===== config.mk =====
export PLATFORM = sky130hd
export DESIGN_NAME = ispg_gen
export DESIGN_NICKNAME = d
export VERILOG_FILES = /design/src/verilog/ispg_pkg.sv /design/src/verilog/ispg_gen.sv
export VERILOG_INCLUDE_DIRS = /design/src /design/src/verilog
export SDC_FILE = /design/constraint.sdc
export NUM_CORES = 1
export LEC_CHECK = 0
export ABC_AREA = 1
export BUFFER_PORTS_ARGS = -buffer_cell sky130_fd_sc_hd__buf_2
export CORE_UTILIZATION = 35
export DETAILED_ROUTE_END_ITERATION = 8
export HOLD_SLACK_MARGIN = 0.15
export PLACE_DENSITY = 0.6
export REMOVE_ABC_BUFFERS = 1
export SLEW_MARGIN = 10
export SYNTH_ARGS = -nofsm -noshare
export SYNTH_HDL_FRONTEND = slang
export SYNTH_SLANG_ARGS = --single-unit

===== constraint.sdc =====
create_clock -name i_mclk -period 3.9 [get_ports i_mclk]
set_input_delay 0.39 -clock i_mclk [delete_from_list [all_inputs] [get_ports i_mclk]]
set_output_delay 0.39 -clock i_mclk [all_outputs]
set_load 0.01 [all_outputs]

===== src/verilog/ispg_params.svh =====
/*
 * Timing constants and configuration defaults for the index and sector pulse generator.
 * Assumes a 100 MHz system clock; included by the package and the design module.
 */
`ifndef ISPG_PARAMS_SVH
`define ISPG_PARAMS_SVH

`define ISPG_CLK_PERIOD_NS 10
`define ISPG_INDEX_PULSE_NS 4000
`define ISPG_INDEX_PULSE_CYC ((`ISPG_INDEX_PULSE_NS + `ISPG_CLK_PERIOD_NS - 1) / `ISPG_CLK_PERIOD_NS)
`define ISPG_SEEN_CLR_NS 100
`define ISPG_SEEN_CLR_CYC ((`ISPG_SEEN_CLR_NS + `ISPG_CLK_PERIOD_NS - 1) / `ISPG_CLK_PERIOD_NS)
`define ISPG_LOAD_PULSE_NS 350
`define ISPG_LOAD_PULSE_CYC ((`ISPG_LOAD_PULSE_NS + `ISPG_CLK_PERIOD_NS - 1) / `ISPG_CLK_PERIOD_NS)
`define ISPG_CNT_WIDTH 12
`define ISPG_SECTOR_LOAD_DEFAULT 12'h2a0
`define ISPG_PULSE_CNT_WIDTH 10

`endif


===== src/verilog/ispg_pkg.sv =====
/*
 * Types shared by the index and sector pulse generator.
 * Assumes ispg_params.svh is on the include path.
 */
`include "ispg_params.svh"

package ispg_pkg;

  // index detector flop set
  typedef struct packed {
    logic pulse_seen;
    logic missing_pulse;
    logic stage_one;
    logic stage_two;
    logic stage_three;
  } ispg_det_s;

  // raw timing inputs from the servo clock divider
  typedef struct packed {
    logic servo_gap_pulse;
    logic servo_divided_clock;
    logic byte_clock;
  } ispg_tim_s;

  typedef enum logic [1:0] {
    ISPG_SEC_OFF,
    ISPG_SEC_WAIT_INDEX,
    ISPG_SEC_RUN
  } ispg_sec_e;

endpackage


===== src/verilog/ispg_gen.sv =====
/*
 * Index and sector pulse generator: a missing-dibit index detector and a
 * strap-programmed sector down-counter, both emitting status pulses.
 * Assumes the timing inputs are synchronous to i_mclk and much slower than it.
 */
// Contract
// index marker is three missing servo gap pulses with gap pulses between them, once per revolution
// each detected marker gives one 4 us index pulse
// servo clock rise starts 100 ns clear of pulse seen; gap pulse sets it
// missing pulse flop clocked by servo clock, set if no gap pulse, off unloaded
// stage flops advance on gap pulses after missing intervals
// index gate when missing,!one,two,three; output pulse starts at gate release
// heads not loaded holds all detector flops cleared
// reverse rotation or random dropouts never match the gate
// 12-bit down-counter with fixed strap-programmed load value
// counter loaded by 350 ns pulse at every index and sector leading edge
// decrement on byte clock; zero sets sector flop and reloads; clear next interval
// sector enable held reset while load speed is active
// first index after load speed drops enables sectoring; each index reloads
// higher-density load value is bytes per sector over 1.5, modulus 4096
// one-shots are counters; servo and gap clocks are edge-detected
`timescale 1ns/1ps
`include "ispg_params.svh"

module ispg_gen #(
  parameter int CNT_WIDTH = `ISPG_CNT_WIDTH,
  parameter logic [`ISPG_CNT_WIDTH-1:0] SECTOR_LOAD = `ISPG_SECTOR_LOAD_DEFAULT
) (
  input wire logic i_mclk,
  input wire logic i_rst_n,
  input wire ispg_pkg::ispg_tim_s i_tim,
  input wire logic i_heads_loaded,
  input wire logic i_load_speed_active,
  output logic o_index_pulse,
  output logic o_sector_pulse
);
  import ispg_pkg::*;

  // the strap value and the zero detect are built for a 12-bit counter only
  if (CNT_WIDTH != `ISPG_CNT_WIDTH) begin : g_bad_width
    $error("ispg_gen: counter width must be 12");
  end

  localparam logic [`ISPG_PULSE_CNT_WIDTH-1:0] IDX_CYC = `ISPG_PULSE_CNT_WIDTH'(`ISPG_INDEX_PULSE_CYC);
  localparam logic [`ISPG_PULSE_CNT_WIDTH-1:0] CLR_CYC = `ISPG_PULSE_CNT_WIDTH'(`ISPG_SEEN_CLR_CYC);
  localparam logic [`ISPG_PULSE_CNT_WIDTH-1:0] LD_CYC = `ISPG_PULSE_CNT_WIDTH'(`ISPG_LOAD_PULSE_CYC);
  localparam logic [`ISPG_PULSE_CNT_WIDTH-1:0] ONE = `ISPG_PULSE_CNT_WIDTH'(1);

  ////////////////////////////////////////////////////////////////////////////
  // edge detection of the slow timing inputs

  ispg_tim_s tim_d_r;
  logic gap_rise;
  logic srv_rise;
  logic byte_fall;
  logic byte_rise;

  always_ff @(posedge i_mclk or negedge i_rst_n) begin
    if (!i_rst_n) begin
      tim_d_r <= '0;
    end else begin
      tim_d_r <= i_tim;
    end
  end

  assign gap_rise = i_tim.servo_gap_pulse & ~tim_d_r.servo_gap_pulse;
  assign srv_rise = i_tim.servo_divided_clock & ~tim_d_r.servo_divided_clock;
  assign byte_fall = ~i_tim.byte_clock & tim_d_r.byte_clock;
  assign byte_rise = i_tim.byte_clock & ~tim_d_r.byte_clock;

  ////////////////////////////////////////////////////////////////////////////
  // index detector

  ispg_det_s det_r;
  logic [`ISPG_PULSE_CNT_WIDTH-1:0] clr_cnt_r;
  logic gate;
  logic gate_d_r;

  // clear one-shot for pulse seen
  always_ff @(posedge i_mclk or negedge i_rst_n) begin
    if (!i_rst_n) begin
      clr_cnt_r <= '0;
    end else if (srv_rise) begin
      clr_cnt_r <= CLR_CYC;
    end else if (clr_cnt_r != '0) begin
      clr_cnt_r <= clr_cnt_r - ONE;
    end
  end

  // pulse seen: gap rise sets, clear pulse resets
  always_ff @(posedge i_mclk or negedge i_rst_n) begin
    if (!i_rst_n) begin
      det_r.pulse_seen <= 1'b0;
    end else if (!i_heads_loaded) begin
      det_r.pulse_seen <= 1'b0;
    end else if (gap_rise) begin
      det_r.pulse_seen <= 1'b1;
    end else if (clr_cnt_r != '0) begin
      det_r.pulse_seen <= 1'b0;
    end
  end

  // missing pulse flop: sampled on servo clock rise
  always_ff @(posedge i_mclk or negedge i_rst_n) begin
    if (!i_rst_n) begin
      det_r.missing_pulse <= 1'b0;
    end else if (!i_heads_loaded) begin
      det_r.missing_pulse <= 1'b0;
    end else if (srv_rise) begin
      det_r.missing_pulse <= ~det_r.pulse_seen;
    end
  end

  // stage shift on gap pulses: one takes missing, two takes one, three takes two
  always_ff @(posedge i_mclk or negedge i_rst_n) begin
    if (!i_rst_n) begin
      det_r.stage_one <= 1'b0;
      det_r.stage_two <= 1'b0;
      det_r.stage_three <= 1'b0;
    end else if (!i_heads_loaded) begin
      det_r.stage_one <= 1'b0;
      det_r.stage_two <= 1'b0;
      det_r.stage_three <= 1'b0;
    end else if (gap_rise) begin
      det_r.stage_one <= det_r.missing_pulse;
      det_r.stage_two <= det_r.stage_one;
      det_r.stage_three <= det_r.stage_two;
    end
  end

  // asymmetric match only: reversed or random dropouts leave a stage wrong
  assign gate = det_r.missing_pulse & ~det_r.stage_one & det_r.stage_two & det_r.stage_three;

  always_ff @(posedge i_mclk or negedge i_rst_n) begin
    if (!i_rst_n) begin
      gate_d_r <= 1'b0;
    end else begin
      gate_d_r <= gate;
    end
  end

  ////////////////////////////////////////////////////////////////////////////
  // index one-shot, started on gate release

  logic [`ISPG_PULSE_CNT_WIDTH-1:0] idx_cnt_r;
  logic idx_start;

  // a gate cut by heads unloading is not a release
  assign idx_start = gate_d_r & ~gate & i_heads_loaded;

  always_ff @(posedge i_mclk or negedge i_rst_n) begin
    if (!i_rst_n) begin
      idx_cnt_r <= '0;
      o_index_pulse <= 1'b0;
    end else if (idx_start) begin
      idx_cnt_r <= IDX_CYC - ONE;
      o_index_pulse <= 1'b1;
    end else if (idx_cnt_r != '0) begin
      idx_cnt_r <= idx_cnt_r - ONE;
    end else begin
      o_index_pulse <= 1'b0;
    end
  end

  ////////////////////////////////////////////////////////////////////////////
  // sector enable

  ispg_sec_e sec_st_r;

  always_ff @(posedge i_mclk or negedge i_rst_n) begin
    if (!i_rst_n) begin
      sec_st_r <= ISPG_SEC_OFF;
    end else if (i_load_speed_active) begin
      sec_st_r <= ISPG_SEC_OFF;
    end else begin
      case (sec_st_r)
        ISPG_SEC_OFF: begin
          sec_st_r <= ISPG_SEC_WAIT_INDEX;
        end
        ISPG_SEC_WAIT_INDEX: begin
          if (idx_start) begin
            sec_st_r <= ISPG_SEC_RUN;
          end
        end
        ISPG_SEC_RUN: begin
          sec_st_r <= ISPG_SEC_RUN;
        end
        default: begin
          sec_st_r <= ISPG_SEC_OFF;
        end
      endcase
    end
  end

  ////////////////////////////////////////////////////////////////////////////
  // sector counter and load one-shot

  logic [CNT_WIDTH-1:0] sec_cnt_r;
  logic [`ISPG_PULSE_CNT_WIDTH-1:0] ld_cnt_r;
  logic sec_hit;
  logic sec_flag_r;

  // load value is a strap constant; higher-density drives use bytes/1.5
  assign sec_hit = (sec_st_r == ISPG_SEC_RUN) && (ld_cnt_r == '0) && (sec_cnt_r == '0) && byte_fall;

  always_ff @(posedge i_mclk or negedge i_rst_n) begin
    if (!i_rst_n) begin
      ld_cnt_r <= '0;
    end else if (idx_start || sec_hit) begin
      ld_cnt_r <= LD_CYC;
    end else if (ld_cnt_r != '0) begin
      ld_cnt_r <= ld_cnt_r - ONE;
    end
  end

  always_ff @(posedge i_mclk or negedge i_rst_n) begin
    if (!i_rst_n) begin
      sec_cnt_r <= '0;
    end else if (ld_cnt_r != '0) begin
      sec_cnt_r <= SECTOR_LOAD;
    end else if (byte_rise && sec_cnt_r != '0) begin
      // leading edge counts, trailing edge of the same pulse fires the sector
      sec_cnt_r <= sec_cnt_r - 1'b1;
    end
  end

  // sector flop: set on zero, cleared at the next byte clock fall
  always_ff @(posedge i_mclk or negedge i_rst_n) begin
    if (!i_rst_n) begin
      sec_flag_r <= 1'b0;
    end else if (sec_st_r != ISPG_SEC_RUN) begin
      sec_flag_r <= 1'b0;
    end else if (sec_hit) begin
      sec_flag_r <= 1'b1;
    end else if (byte_fall) begin
      sec_flag_r <= 1'b0;
    end
  end

  always_ff @(posedge i_mclk or negedge i_rst_n) begin
    if (!i_rst_n) begin
      o_sector_pulse <= 1'b0;
    end else begin
      o_sector_pulse <= sec_flag_r;
    end
  end

endmodule


==> metrics.txt <==
PwrDens about 400 nW/um2; CTS max path bufs 2; critical path data arrival time approximately 2.3 ns; RSZ-0062 raised after global routing no; flops & latches, synth 56; Rel. slew slack 50.3%; placed cell areas around 3100 um2; vias in the first global route about 2.2k; reg-to-reg endpoint ld_cnt_r[7]; die footprint 8690 um2; synth warn 0; drt initial violations 72; area grow syn2layout 8.94%; setup violators final 0; final wirelength 5450 um; ratio of cells with drive above 1 in the final layout between 8 and 9%; Post-CTS Repair Setup Buffers 0; max-slew violations 0; # H-tree levels 2; Max Freq 0.475 GHz; Static Leakage 1.56 nW; CTS tree yes; reg2reg path depth 9; Layout Cell Area excl Fill ~3200 um2; Util after Layout between 40% and 50%; worst hold start i_tim[1]; Yosys cell types 31; Critical Path Start Type register; gpl congestion 0.814; site row count 32; mapped cell area slightly below 3000 um2; Initial Utilization between 30% and 40%; worst skew pair latency 0.31 ns; CTS Hold Bufs 1; post-cts sizing count 0; drt first pass iters 4; final setup margin 1.79 ns; # DRC 0; # diodes 0; synthesized area per cell slightly below 8 um2; core area approximately 8000 um2; Clock transition at path regs 0.10 ns; Post-Syn Instances ~370; Via density 4.74; post-layout minimum cycle time 2.11 ns; initial antenna violation count 0; Clock Tree Root clkbuf_8; pre-CTS setup slack between 1.5 and 2 ns; critical path endpoint category register; reg2reg start ld_cnt_r[0]; sequential share of the synthesized area approximately half; post-DR wirelength/cell ~11 um; setup TNS 0 ns; Crit. Startpoint ld_cnt_r[0]; Hold Path End tim_d_r[1]; final antenna-violating net count 0; run status finished clean; Nets roughly 400; total CTS buffers 5; Worst Hold Depth 1; endpoints failing hold 0; skew final 0.00767 ns; Tot GR Track Use 14.0%; Sink Count 56; Hold Path Class in -> reg; first-pass GRT wire length roughly 9800 um; max_cap viols 0; Die Wd roughly 93 um; IO Pins 9; actual slew at the worst max-slew pin approximately 0.74 ns; Worst VDD drop a little under 0.2 mV; Crit Path Class reg -> reg; detailed placer's ending HPWL a little under 4000 um; CP Max Fanout 18; Crit path required time 4.11 ns; via count approximately 2.3k; IO Port Bufs 8; Final Power 1.26 mW; pin count of the biggest net entering global routing 31; Die H 93.2 um; period utilisation layout roughly 54%; FF-to-FF setup slack ~1.8 ns; GRT overflow 0
worst max-delay path by stage:
stage / end
finish: ld_cnt_r[7]
global route: ld_cnt_r[7]
CTS: ld_cnt_r[7]
detailed placement: ld_cnt_r[7]
global placement: ld_cnt_r[7]
floorplan: ld_cnt_r[7]
stage by stage:
stage	std cells	hold WS, ns
6_report	487	0.199
5_1_grt	487	0.182
4_1_cts	487	0.189
3_5_place_dp	478	0.400
3_3_place_gp	478	0.397
2_1_floorplan	367	0.0944
worst max-delay path, stage by stage, from the launching register on:
cell and delay [ns]:
dfrtp_1 0.39, inv_1 0.09, ha_1 0.18, nand3_2 0.13
nor3_4 0.64, nand3_2 0.16, nand2_2 0.21, inv_2 0.08
nand3_1 0.09, inv_2 0.04
cell type report:
type	instances	area, um2
clock buffer	8	90.1
fill	835	4720
inverter	60	225
multi-input combinational	251	1270
sequential	56	1400
tap	102	128
timing repair buffer	10	57.6
synth_stat cells:
cell type	instances	share of area, %
nand3b_1	1	0.26
nor3_4	1	0.56
nand2_1	64	8.3
o21ai_0	19	3.3
or2_2	1	0.22
nand3_2	2	0.69
nor3_1	11	1.9
inv_2	6	0.77
o22ai_2	1	0.43
nand4_1	4	0.86
nand3_1	23	4.0
nor2_2	3	0.64
inv_1	54	7.0
nor3b_1	3	0.77
o31ai_1	2	0.52
buf_4	2	0.52
o21a_1	1	0.26
o21ai_1	7	1.2
xnor2_1	1	0.30
dfrtp_1	56	48
a31oi_1	1	0.22
xor2_1	8	2.4
ha_1	8	3.4
a21boi_1	1	0.26
o311ai_0	1	0.30
nand2_2	2	0.43
a21oi_1	16	2.8
nor4_1	1	0.22
nor2_1	67	8.6
o21bai_4	1	0.64
o211ai_1	1	0.26
power breakdown:
group	switching, mW	internal (mW)
clock network	0.180	0.145
logic	0.146	0.0950
registers	0.0500	0.644
logic make-up (layout without fill, tap and decap cells):
family	after synthesis	after routing	share of synthesized area, %
xor gates and xnor gates	9	9	2.71
buffers and inverters	62	78	8.25
AOI/OAI and AO/OA	51	51	10.1
and+or+nand+nor	183	183	27.4
DFF	56	56	48.1
adders and majority gates	8	8	3.44
routing by layer:
metal | GRT usage [%] | wire, um | vias up
li1 | - | - | 1206
met1 | 19.6 | 2820 | 1071
met2 | 21.9 | 2400 | 24
met3 | 3.25 | 173 | 6
met4 | 3.46 | 61 | 0
met5 | 0 | 0 | -
registers in the layout, indices dropped and copies added (netlist names):
| name | flops |
|---|---|
| o_index_pulse | 1 |
| sec_st_r | 2 |
| ld_cnt_r | 10 |
| clr_cnt_r | 10 |
| idx_cnt_r | 10 |
| sec_flag_r | 1 |
| gate_d_r | 1 |
| sec_cnt_r | 12 |
| tim_d_r | 3 |
| det_r | 5 |
| o_sector_pulse | 1 |
placed cells by master (no fill, tap or decap):
cell type,Yosys,layout
xor2_1,8,8
o21a_1,1,1
nor2_2,3,3
o211ai_1,1,1
clkbuf_1,0,2
nand2_2,2,2
a21boi_1,1,1
a31oi_1,1,1
o21ai_1,7,7
nand4_1,4,4
buf_4,2,1
nand3_1,23,23
or2_2,1,1
nor4_1,1,1
nor3_4,1,1
nor3_1,11,11
o21ai_0,19,19
o31ai_1,2,2
buf_2,0,8
nand3_2,2,2
nand2_1,64,64
o21bai_4,1,1
clkbuf_8,0,6
o22ai_2,1,1
nor3b_1,3,3
ha_1,8,8
inv_1,54,54
a21oi_1,16,16
inv_2,6,6
o311ai_0,1,1
nor2_1,67,67
xnor2_1,1,1
nand3b_1,1,1
dfrtp_1,56,56
dlygate4sd3_1,0,1
(Power assumes the default switching activity.)
